## src/rtl/cce_consts.vh

```
// Constants for the call and clear instruction executor
`ifndef CCE_CONSTS_VH
`define CCE_CONSTS_VH
`define CCE_CALL_OP 4'h9
`define CCE_ZFILE_TOP 7'h03
`define CCE_ZACC_WORD 12'h040
`define CCE_KICK_WORD 12'h004
`define CCE_PAGE_LO 5
`define CCE_PAGE_HI 6
`define CCE_EXPIRY_BIT 4
`define CCE_SLEEP_BIT 3
`define CCE_Z_BIT 2
`define CCE_STATUS_RST 8'h18
`define CCE_PC_RST 11'h7FF
`define CCE_CALL_CYCLES 2'h2
`define CCE_A_CTRL 32'h00000000
`define CCE_A_STAT 32'h00000004
`define CCE_A_PCNT 32'h00000008
`define CCE_A_WREG 32'h0000000C
`define CCE_A_WDOG 32'h00000010
`define CCE_A_TOS 32'h00000014
`define CCE_A_FILE 32'h00000080
`define CCE_RESP_OK 2'h0
`define CCE_RESP_ERR 2'h2
`endif

```

## src/rtl/cce_exec.v

```verilog
// Call and clear instruction executor with AXI4-Lite register access
`timescale 1ns/100ps
`include "cce_consts.vh"
module cce_exec #(
	parameter PC_W = 11,
	parameter NREGS = 32
) (
	input wire aclk,
	input wire aresetn,
	input wire [31:0] s_axi_awaddr,
	input wire s_axi_awvalid,
	output wire s_axi_awready,
	input wire [31:0] s_axi_wdata,
	input wire [3:0] s_axi_wstrb,
	input wire s_axi_wvalid,
	output wire s_axi_wready,
	output reg [1:0] s_axi_bresp,
	output reg s_axi_bvalid,
	input wire s_axi_bready,
	input wire [31:0] s_axi_araddr,
	input wire s_axi_arvalid,
	output wire s_axi_arready,
	output reg [31:0] s_axi_rdata,
	output reg [1:0] s_axi_rresp,
	output reg s_axi_rvalid,
	input wire s_axi_rready,
	input wire [11:0] instr_word,
	input wire instr_valid,
	output wire instr_ready,
	input wire prescaler_to_watchdog,
	output reg prescaler_clear,
	output reg [PC_W-1:0] program_counter,
	output reg busy
);
	reg [7:0] status;
	reg [7:0] wreg;
	reg [7:0] watchdog;
	reg [PC_W-1:0] stack0;
	reg [PC_W-1:0] stack1;
	reg [7:0] file_mem [0:NREGS-1];
	reg [31:0] aw_addr;
	reg [31:0] w_data;
	reg [3:0] w_strb;
	reg aw_held;
	reg w_held;
	reg step;
	reg [31:0] next_rdata;
	reg [1:0] next_rresp;
	integer i;
	wire is_call = instr_word[11:8] == `CCE_CALL_OP;
	wire is_zfile = instr_word[11:5] == `CCE_ZFILE_TOP;
	wire is_zacc = instr_word == `CCE_ZACC_WORD;
	wire is_kick = instr_word == `CCE_KICK_WORD;
	wire go = instr_valid && !busy;
	wire do_wr = aw_held && w_held && !s_axi_bvalid;
	assign instr_ready = !busy;
	assign s_axi_awready = !aw_held;
	assign s_axi_wready = !w_held;
	assign s_axi_arready = !s_axi_rvalid;

	function in_file;
		input [31:0] a;
		begin
			in_file = a >= `CCE_A_FILE && a < `CCE_A_FILE + 4 * NREGS;
		end
	endfunction

	function [4:0] file_idx;
		input [31:0] a;
		begin
			file_idx = a[6:2];
		end
	endfunction

	wire bus_ok = do_wr && w_strb[0] && !go;
	wire wr_stat = bus_ok && aw_addr == `CCE_A_STAT;
	wire wr_acc = bus_ok && aw_addr == `CCE_A_WREG;
	wire wr_file = bus_ok && in_file(aw_addr);
	wire wr_map = aw_addr == `CCE_A_CTRL || aw_addr == `CCE_A_STAT ||
		aw_addr == `CCE_A_WREG || in_file(aw_addr);

	// Read data selection
	always @* begin
		next_rdata = 32'h00000000;
		next_rresp = `CCE_RESP_OK;
		case (s_axi_araddr)
			`CCE_A_CTRL:
				next_rdata = {31'h00000000, step};
			`CCE_A_STAT:
				next_rdata = {24'h000000, status};
			`CCE_A_PCNT:
				next_rdata = {{(32-PC_W){1'b0}}, program_counter};
			`CCE_A_WREG:
				next_rdata = {24'h000000, wreg};
			`CCE_A_WDOG:
				next_rdata = {24'h000000, watchdog};
			`CCE_A_TOS:
				next_rdata = {{(32-PC_W){1'b0}}, stack0};
			default: begin
				if (in_file(s_axi_araddr))
					next_rdata = {24'h000000,
						file_mem[file_idx(s_axi_araddr)]};
				else
					next_rresp = `CCE_RESP_ERR;
			end
		endcase
	end

	// Write channel
	always @(posedge aclk) begin
		if (!aresetn) begin
			aw_held <= 1'b0;
			w_held <= 1'b0;
			aw_addr <= 32'h00000000;
			w_data <= 32'h00000000;
			w_strb <= 4'h0;
			s_axi_bvalid <= 1'b0;
			s_axi_bresp <= `CCE_RESP_OK;
		end else begin
			if (s_axi_awvalid && !aw_held) begin
				aw_held <= 1'b1;
				aw_addr <= s_axi_awaddr;
			end
			if (s_axi_wvalid && !w_held) begin
				w_held <= 1'b1;
				w_data <= s_axi_wdata;
				w_strb <= s_axi_wstrb;
			end
			if (do_wr) begin
				aw_held <= 1'b0;
				w_held <= 1'b0;
				s_axi_bvalid <= 1'b1;
				if (wr_map)
					s_axi_bresp <= `CCE_RESP_OK;
				else
					s_axi_bresp <= `CCE_RESP_ERR;
			end else if (s_axi_bvalid && s_axi_bready) begin
				s_axi_bvalid <= 1'b0;
			end
		end
	end

	// Read channel
	always @(posedge aclk) begin
		if (!aresetn) begin
			s_axi_rvalid <= 1'b0;
			s_axi_rresp <= `CCE_RESP_OK;
			s_axi_rdata <= 32'h00000000;
		end else if (s_axi_arvalid && !s_axi_rvalid) begin
			s_axi_rvalid <= 1'b1;
			s_axi_rresp <= next_rresp;
			s_axi_rdata <= next_rdata;
		end else if (s_axi_rvalid && s_axi_rready) begin
			s_axi_rvalid <= 1'b0;
		end
	end

	always @(posedge aclk) begin
		if (!aresetn) begin
			program_counter <= `CCE_PC_RST;
			status <= `CCE_STATUS_RST;
			wreg <= 8'h00;
			watchdog <= 8'h00;
			stack0 <= {PC_W{1'b0}};
			stack1 <= {PC_W{1'b0}};
			busy <= 1'b0;
			step <= 1'b0;
			prescaler_clear <= 1'b0;
			for (i = 0; i < NREGS; i = i + 1) begin
				file_mem[i] <= 8'h00;
			end
		end else begin
			prescaler_clear <= 1'b0;
			if (!busy)
				watchdog <= watchdog + 8'h01;
			if (busy) begin
				// Second cycle of a call
				busy <= 1'b0;
				step <= 1'b0;
			end else if (go) begin
				if (is_call) begin
					stack1 <= stack0;
					stack0 <= program_counter + 1'b1;
					program_counter <= {status[`CCE_PAGE_HI:`CCE_PAGE_LO],
						1'b0,
						instr_word[7:0]};
					busy <= 1'b1;
					step <= 1'b1;
				end else begin
					program_counter <= program_counter + 1'b1;
					if (is_zfile) begin
						file_mem[instr_word[4:0]] <= 8'h00;
						status[`CCE_Z_BIT] <= 1'b1;
					end else if (is_zacc) begin
						wreg <= 8'h00;
						status[`CCE_Z_BIT] <= 1'b1;
					end else if (is_kick) begin
						watchdog <= 8'h00;
						prescaler_clear <= prescaler_to_watchdog;
						status[`CCE_EXPIRY_BIT] <= 1'b1;
						status[`CCE_SLEEP_BIT] <= 1'b1;
					end
				end
			end
			// Register writes from the bus
			if (wr_stat)
				status <= w_data[7:0];
			if (wr_acc)
				wreg <= w_data[7:0];
			if (wr_file)
				file_mem[file_idx(aw_addr)] <= w_data[7:0];
		end
	end
endmodule // cce_exec

```

## config.mk

```make
export PLATFORM = sky130hd
export DESIGN_NAME = cce_exec
export DESIGN_NICKNAME = d
export VERILOG_FILES = /design/src/rtl/cce_exec.v
export VERILOG_INCLUDE_DIRS = /design/src /design/src/rtl
export SDC_FILE = /design/constraint.sdc
export NUM_CORES = 1
export LEC_CHECK = 0
export ABC_CLOCK_PERIOD_IN_PS = 5400
export BUFFER_PORTS_ARGS = -buffer_cell sky130_fd_sc_hd__buf_4
export CORE_ASPECT_RATIO = 0.9
export CORE_UTILIZATION = 50
export DETAILED_ROUTE_END_ITERATION = 12
export PLACE_DENSITY = 0.68
export SKIP_LAST_GASP = 1
export SYNTH_ARGS = -nofsm -noshare
export SYNTH_HDL_FRONTEND = slang
export SYNTH_SLANG_ARGS = --single-unit
```

## constraint.sdc

```tcl
create_clock -name aclk -period 5.4 [get_ports aclk]
set_input_delay 0.81 -clock aclk [delete_from_list [all_inputs] [get_ports aclk]]
set_output_delay 0.81 -clock aclk [all_outputs]
set_load 0.01 [all_outputs]
```

==> summary.txt, run 1 <==
Clock network
  – CTS hold repair buffers: 0
  – Clk root buf: clkbuf_16
  – CTS clock-pin slew for the worst setup and hold paths: around 0.060 ns
  – Clock Sinks: 363
  – Resize count post-CTS: 0
  – CTS tree: built
  – H-tree depth: 2
  – Later-pin clock latency in the skew report: ~0.54 ns
  – Buffers from clock root to sink, at most: 3
  – Post-CTS Setup Inserts: 0
  – CTS Buf Count: 39

Critical path
  – R2R Path Start: busy
  – CP Launch Type: flop
  – Critical path type: flop to flop
  – Crit path capture type: flop
  – Crit. Startpoint: busy
  – Worst EP arrival: just over 4 ns
  – Worst path most repeated cell: buf_4
  – Worst EP required: between 5 and 6 ns
  – Max stage delay cell, worst path: o21ai_0
  – Crit path max fanout: 30
  – CP max stage delay: roughly 0.84 ns
  – CP Cell Sequence: nand2b_1, buf_4, nand3_1, nor4_4, buf_4, a32oi_4, buf_12, o21ai_0, buf_4

Final layout
  – Nets: 1666
  – Area grow syn2layout: 13.4%
  – Layout Cells excl Fill: about 2000
  – Diodes inserted: 0
  – Filler instances: between 2000 and 3000
  – Layout cells sized above 1: between 20% and 30%
  – Final instance area: roughly 0.02 sq mm

Logic synthesis
  – Largest family of logic cells by synthesized area: simple AND/OR/NAND/NOR gates
  – Synth Area in Compound Gates: 8.13%
  – Simple-gate share of the synthesized area: 20.7%
  – XOR/XNOR Fraction of Synth Area: less than 1%
  – Multiplexer share of the synthesized area: 9.71%
  – Main flop type after synthesis: edfxtp_1
  – Flops & latches, synth: about 360
  – Adder-Cell Fraction of Synth Area: 0.140%
  – Synth unique cells: 72
  – Syn. warnings: 0
  – Average instance area after synthesis: approximately 12 sq um
  – Async set-reset flop share out of synthesis: 0%
  – Yosys top cell area share: between 40% and 50%
  – Count leader, synth: edfxtp_1
  – Sequential share of the synthesized area: 54.9%
  – Area contributors post-synth: edfxtp_1 (43%), dfxtp_1 (12%), nor3_2 (8.2%), mux4_2 (8.1%), nor3_1 (3.6%)
  – Post-synth EDFFs: roughly 260
  – Largest area contributor in the netlist: edfxtp_1
  – Synthesized instance count: ~1500
  – Area of the mapped netlist: 0.0179 sq mm
  – Post-synth top cells: edfxtp_1 (256), nand2_1 (147), nor3_2 (147)

Global route
  – Gr ovfl total: 0
  – Vias in the first global route: about 12000
  – First-pass GRT wire length: approximately 70000 um
  – Largest net degree at the start of global routing: 73
  – Initial antenna violation count: 2
  – GRT Total Usage: 25.1%

Floorplanning
  – Die Y: about 180 um
  – CORE AREA: 0.0351 sq mm
  – I/O Pins: roughly 180
  – Die Footprint: approximately 0.037 sq mm
  – Starting Density: roughly half
  – Die X: ~200 um
  – Row count: 65

Timing
  – Minimum clock period: 3.85 ns
  – Slew HR: about 16%
  – RSZ-0062 raised after global routing: false
  – Setup TNS: 0 ns
  – Worst Skew: between 0.02 and 0.025 ns
  – Slew Viols, Final: 0
  – Top achievable clock speed: 0.260 GHz
  – Fin Hold WS: 0.455 ns
  – Final Cycle Share: a little under three quarters
  – Finish-stage setup viols: 0
  – Endpoints failing hold: 0
  – Worst-margin pin slew: ~1.2 ns

Detailed routing
  – DRT iter0 DRCs: around 1200
  – Total vias in the final route: approximately 13000
  – DRT antenna net count: 0
  – Pre-Repair DR Iteration Count: 6
  – DRC violations left: 0
  – Vias/cell: between 6 and 7
  – Avg WL per Cell: ~22 um
  – WL final: around 45000 um

Placement
  – Port bufs: ~130
  – Area post-placement: 0.0190 sq mm
  – Placed insts: around 2000
  – HPWL Detailed: about 29000 um
  – GPL Wtd Cong: about 0.85

Worst hold path
  – Min-delay src: aw_addr[29]
  – Hold WC Path Type: flop to flop

Outcome
  – Status: completed

Pwr
  – Design Power: 6440 uW
  – Pwr dens: ~320 mW/mm^2
  – Peak VDD IR: 0.201 mV
  – Leakage: 0.00657 uW

Flow run
  – Max Cap Viol: 0
-- cells in the final DEF, fill, tap and decap left out, drive strengths merged, types with 15 or more instances in the layout --
cell type / Yosys / final
nor3: 276 / 276
edfxtp: 256 / 256
buf: 106 / 171
nand2: 147 / 147
dfxtp: 107 / 107
a21oi: 73 / 73
mux4: 64 / 64
o21ai: 60 / 60
nor2: 53 / 53
clkbuf: 72 / 53
nand3: 31 / 31
conb: 1 / 23
nor4: 23 / 23
nand4: 21 / 21
mux2i: 21 / 21
a31oi: 15 / 15
-- kinds of logic after synthesis --
group / after synthesis
xor gates and xnor gates: 15
AOI/OAI and AO/OA: 227
DFF: 363
adders and majority gates: 2
buffers and inverters: 191
and+or+nand+nor: 598
muxes: 90
other: 1
-- flip-flops by register name, summed over array words and instances, names as in the netlist, 7 cells and up, named ones only --
register         flops
status               8
aw_addr             32
s_axi_rdata         11
watchdog             7
w_data               8
wreg                 8
stack0              11
program_counter     11
file_mem           256
-- path summary, 6_finish.rpt --
check	end	cells after the start	slack [ns]
max	file_mem[17][1]	9	1.55
min	aw_addr[29]	2	0.45
max reg2reg	file_mem[17][1]	9	1.55
min reg2reg	aw_addr[29]	2	0.45
-- layer usage --
layer / vias to the layer above / part of all wire [%] / GRT usage [%]
met5: - / 0.073 / 0
met4: 4 / 2.3 / 6.58
met3: 81 / 8.8 / 5.83
met2: 528 / 47 / 40.2
met1: 6270 / 42 / 34.6
li1: 5700 / - / -
-- power by group --
group	switching, uW	total [uW]	internal [uW]
logic	336	571	235
registers	67.2	3140	3070
clock network	1090	2720	1640
total	1490	6440	4950
-- per-stage QoR --
stage	util (%)	setup slack (ns)
3_5_place_dp	54.1	1.18
5_1_grt	57.7	1.32
3_3_place_gp	54.1	1.25
6_report	57.7	1.55
4_1_cts	57.7	1.54
2_1_floorplan	-	2.17
-- layout make-up --
class | instances | area, sq um | share of cell area [%]
flip-flops and latches | 363 | 9830 | 48.4
multi-input cells | 955 | 7210 | 35.5
repair buffers | 171 | 1320 | 6.51
clock buffers | 53 | 1120 | 5.53
well taps | 469 | 587 | 2.89
clock inverters | 16 | 171 | 0.845
inverters | 13 | 48.8 | 0.241
-- worst max-delay path: cells and delay by family, from the launching register on --
kind | cells | cell delay [ns]
AND/OR/NAND/NOR | 3 | 0.58
buffers and inverters | 4 | 1.32
flip-flops | 1 | 0.49
AO/OA/AOI/OAI | 2 | 1.13
Power figures use the tool's default switching activity.
==> run 2, diff against run 1 <==
--- a/config.mk
+++ b/config.mk
@@ -6,7 +6,8 @@
 export SDC_FILE = /design/constraint.sdc
 export NUM_CORES = 1
 export LEC_CHECK = 0
-export ABC_CLOCK_PERIOD_IN_PS = 5400
+export ABC_AREA = 1
+export ABC_CLOCK_PERIOD_IN_PS = 3800
 export BUFFER_PORTS_ARGS = -buffer_cell sky130_fd_sc_hd__buf_4
 export CORE_ASPECT_RATIO = 0.9
 export CORE_UTILIZATION = 50
==> constraint.sdc (replaced) <==
create_clock -name aclk -period 3.8 [get_ports aclk]
set_input_delay 0.57 -clock aclk [delete_from_list [all_inputs] [get_ports aclk]]
set_output_delay 0.57 -clock aclk [all_outputs]
set_load 0.01 [all_outputs]
==> summary.txt, run 2 <==
Floorplanning
  – Die Footprint: 0.0343 sq mm (-6.0%)
  – Die Y: 176 um (-3.1%)
  – Die X: 195 um (-3.1%)
  – Starting Density: 50.9% (-0.053 points)
  – I/O Pins: 176 (unchanged)
  – Row count: 63 (-3.1%)
  – CORE AREA: 0.0330 sq mm (-6.0%)

Logic synthesis
  – Yosys top cell area share: 45.8% (+2.8 points)
  – Post-synth top cells: nor2_1 (685), nand2_1 (270), edfxtp_1 (256)
  – Flops & latches, synth: 363 (unchanged)
  – Count leader, synth: nor2_1
  – Area contributors post-synth: edfxtp_1 (46%), nor2_1 (15%), dfxtp_1 (13%), nand2_1 (6.0%), nand3_1 (2.9%)
  – Main flop type after synthesis: edfxtp_1
  – Synthesized instance count: 1948 (+31%)
  – Synth unique cells: 45 (-38%)
  – Sequential share of the synthesized area: 58.5% (+3.6 points)
  – Average instance area after synthesis: 8.62 sq um (-28%)
  – Post-synth EDFFs: 256 (unchanged)
  – Async set-reset flop share out of synthesis: 0% (unchanged)
  – Largest area contributor in the netlist: edfxtp_1
  – Syn. warnings: 0 (unchanged)
  – Area of the mapped netlist: 0.0168 sq mm (-6.1%)

Detailed routing
  – DRC violations left: 0 (unchanged)
  – DRT iter0 DRCs: 1495 (+29%)
  – DRT antenna net count: 0 (unchanged)
  – Avg WL per Cell: 17.9 um (-19%)
  – Pre-Repair DR Iteration Count: 6 (unchanged)
  – Vias/cell: 5.48 (-11%)
  – WL final: 44900 um (-1.2%)
  – Total vias in the final route: 13700 (+8.9%)

Clock network
  – CTS clock-pin slew for the worst setup and hold paths: 0.06 ns (about the same)
  – Buffers from clock root to sink, at most: 3 (unchanged)
  – Post-CTS Setup Inserts: 0 (unchanged)
  – CTS tree: built
  – Clk root buf: clkbuf_16
  – CTS hold repair buffers: 0 (unchanged)
  – CTS Buf Count: 38 (-2.6%)
  – Later-pin clock latency in the skew report: 0.52 ns (-0.02 ns)
  – H-tree depth: 2 (unchanged)
  – Resize count post-CTS: 0 (unchanged)
  – Clock Sinks: 363 (unchanged)

Critical path
  – Worst-case reg-to-reg path depth: 10 (+1)
  – Crit path capture type: flop
  – R2R Path Start: busy
  – Worst path most repeated cell: nand2_1
  – Worst EP arrival: 3.15 ns (-0.94 ns)
  – Worst EP required: 3.95 ns (-1.70 ns)
  – RR Endpoint: file_mem[17][1]
  – CP Cell Sequence: inv_2, nand2_2, nand2_1, nor3_4, nand3_4, nand2_1, nand2_2, nor2_8, nand2_1, o21ai_1
  – R2R Setup Slk: 0.80 ns (-0.75 ns)
  – Crit. Startpoint: busy
  – Max stage delay cell, worst path: o21ai_1
  – Crit path max fanout: 9 (-70%)
  – Critical path type: flop to flop
  – CP delay by family, top: simple AND/OR/NAND/NOR gates
  – CP Launch Type: flop
  – CP max stage delay: 0.62 ns (-0.22 ns)
  – Logic depth of the worst path, buffers included: 10 (+1)
  – CP Buf/Inv Count: 1 (-3)
  – CP endpoint: file_mem[17][1]

Final layout
  – Layout cells sized above 1: 12.8% (-17 points)
  – FF+latch area: 0.00983 sq mm (unchanged)
  – Most frequent cells in the layout: nor2_1 (685), nand2_1 (268), edfxtp_1 (256)
  – Filler instances: 2928 (+2.5%)
  – Commonest non-fill, non-tap cell in the layout: nor2_1
  – Max reg flops: 256 (unchanged)
  – Nets: 2176 (+31%)
  – Area grow syn2layout: 14.3%
  – Area of the multi-input gates: 0.00612 sq mm (-15%)
  – Most flops, register: file_mem
  – Diodes inserted: 0 (unchanged)
  – Largest registers: file_mem x256, aw_addr x32

Pwr
  – Pwr dens: 452 mW/mm^2 (+42%)
  – Design Power: 8680 uW (+35%)
  – Peak VDD IR: 0.254 mV (+26%)
  – Leakage: 0.00769 uW (+17%)

Placement
  – Port bufs: 125 (unchanged)
  – HPWL Detailed: 30000 um (+4.5%)
  – GPL Wtd Cong: 0.924 (+8.9%)

Global route
  – Gr ovfl total: 0 (unchanged)
  – First-pass GRT wire length: 69700 um (-2.1%)
  – Vias in the first global route: 12800 (+2.9%)
  – Initial antenna violation count: 0 (-2)
  – Largest net degree at the start of global routing: 58 (-21%)
  – GRT Total Usage: 26.2% (+1.0 points)

Timing
  – Top achievable clock speed: 0.333 GHz (+28%)
  – Worst-margin pin slew: 1.06 ns (-0.193 ns)
  – Slew HR: 29.5% (+14 points)
  – RSZ-0062 raised after global routing: false
  – Minimum clock period: 3.00 ns (-0.849 ns)
  – Slew Viols, Final: 0 (unchanged)
  – Final Cycle Share: 78.9% (+7.7 points)
  – Finish-stage setup viols: 0 (unchanged)
  – Endpoints failing hold: 0 (unchanged)
  – Setup TNS: 0 ns (unchanged)
  – Worst Skew: 0.0192 ns (-0.00315 ns)

Outcome
  – Status: completed

Worst hold path
  – Hold WC Path Type: primary input to flop

Flow run
  – Max Cap Viol: 0 (unchanged)
## run 2: cell count changes in the layout (fill, tap and decap cells not counted), moves of 14 or more
cell,previous run,this run
a21oi_1,73,51
nor3_2,147,0
nand3_1,31,96
o21ai_1,17,2
a31oi_1,14,0
nor2_1,53,685
inv_1,12,101
nor3_1,129,27
mux2i_1,16,0
nand2_1,145,268
nand2_2,2,30
mux4_2,64,0
o21ai_0,43,88
## run 2: power breakdown
group / internal [uW] / total [uW] / switching, uW
registers: 4380 / 4460 / 84.7
clock network: 1960 / 3450 / 1490
logic: 262 / 764 / 502
total: 6600 / 8680 / 2070
## run 2: layout make-up
cell class / instances / area share [%]
Sequential cell: 363 / 51.2
Multi-Input combinational cell: 1383 / 31.9
Timing Repair Buffer: 155 / 6.06
Clock buffer: 54 / 5.59
Tap cell: 422 / 2.75
Inverter: 112 / 2.21
Clock inverter: 13 / 0.326
## run 2: cells by family after synthesis
family	synth area share, %
xor gates and xnor gates	0.626
DFF	58.5
and+or+nand+nor	29.2
AOI/OAI and AO/OA	5.98
buffers and inverters	5.56
other	0.0223
adders and majority gates	0.149
## run 2: metal layers
metal,vias to the layer above,share of wire (%),global-route usage [%]
li1,6565,-,-
met4,0,2.2,6.92
met1,6447,44,37.7
met2,600,45,41.1
met3,87,9.2,4.30
met5,-,0,0
## run 2: tightest hold or removal path, cell delays in order
cell and delay, ns:
buf_4 0.08, nor2_1 0.03, nor2_1 0.08
## run 2: how the worst min path moves through the flow
stage	startpoint	endpoint	slack, ns	depth (start not counted)
6_report	s_axi_awaddr[12]	aw_addr[12]	0.27	3
5_1_grt	s_axi_awaddr[10]	aw_addr[10]	0.28	3
3_3_place_gp	wreg[7]	wreg[7]	0.45	2
2_1_floorplan	wreg[0]	wreg[0]	0.44	2
3_5_place_dp	wreg[1]	wreg[1]	0.46	2
4_1_cts	s_axi_awaddr[12]	aw_addr[12]	0.26	3
## run 2: per-stage QoR
stage | utilization (%) | worst slack (ns) | hold WS, ns | cell area (sq um) | cells
2_1_floorplan | - | 1.16 | 0.441 | 16900 | 1970
3_3_place_gp | 54.7 | 0.686 | 0.453 | 18100 | 2435
3_5_place_dp | 54.7 | 0.687 | 0.456 | 18100 | 2435
4_1_cts | 58.2 | 0.846 | 0.263 | 19200 | 2502
5_1_grt | 58.2 | 0.581 | 0.277 | 19200 | 2502
6_report | 58.2 | 0.801 | 0.266 | 19200 | 2502
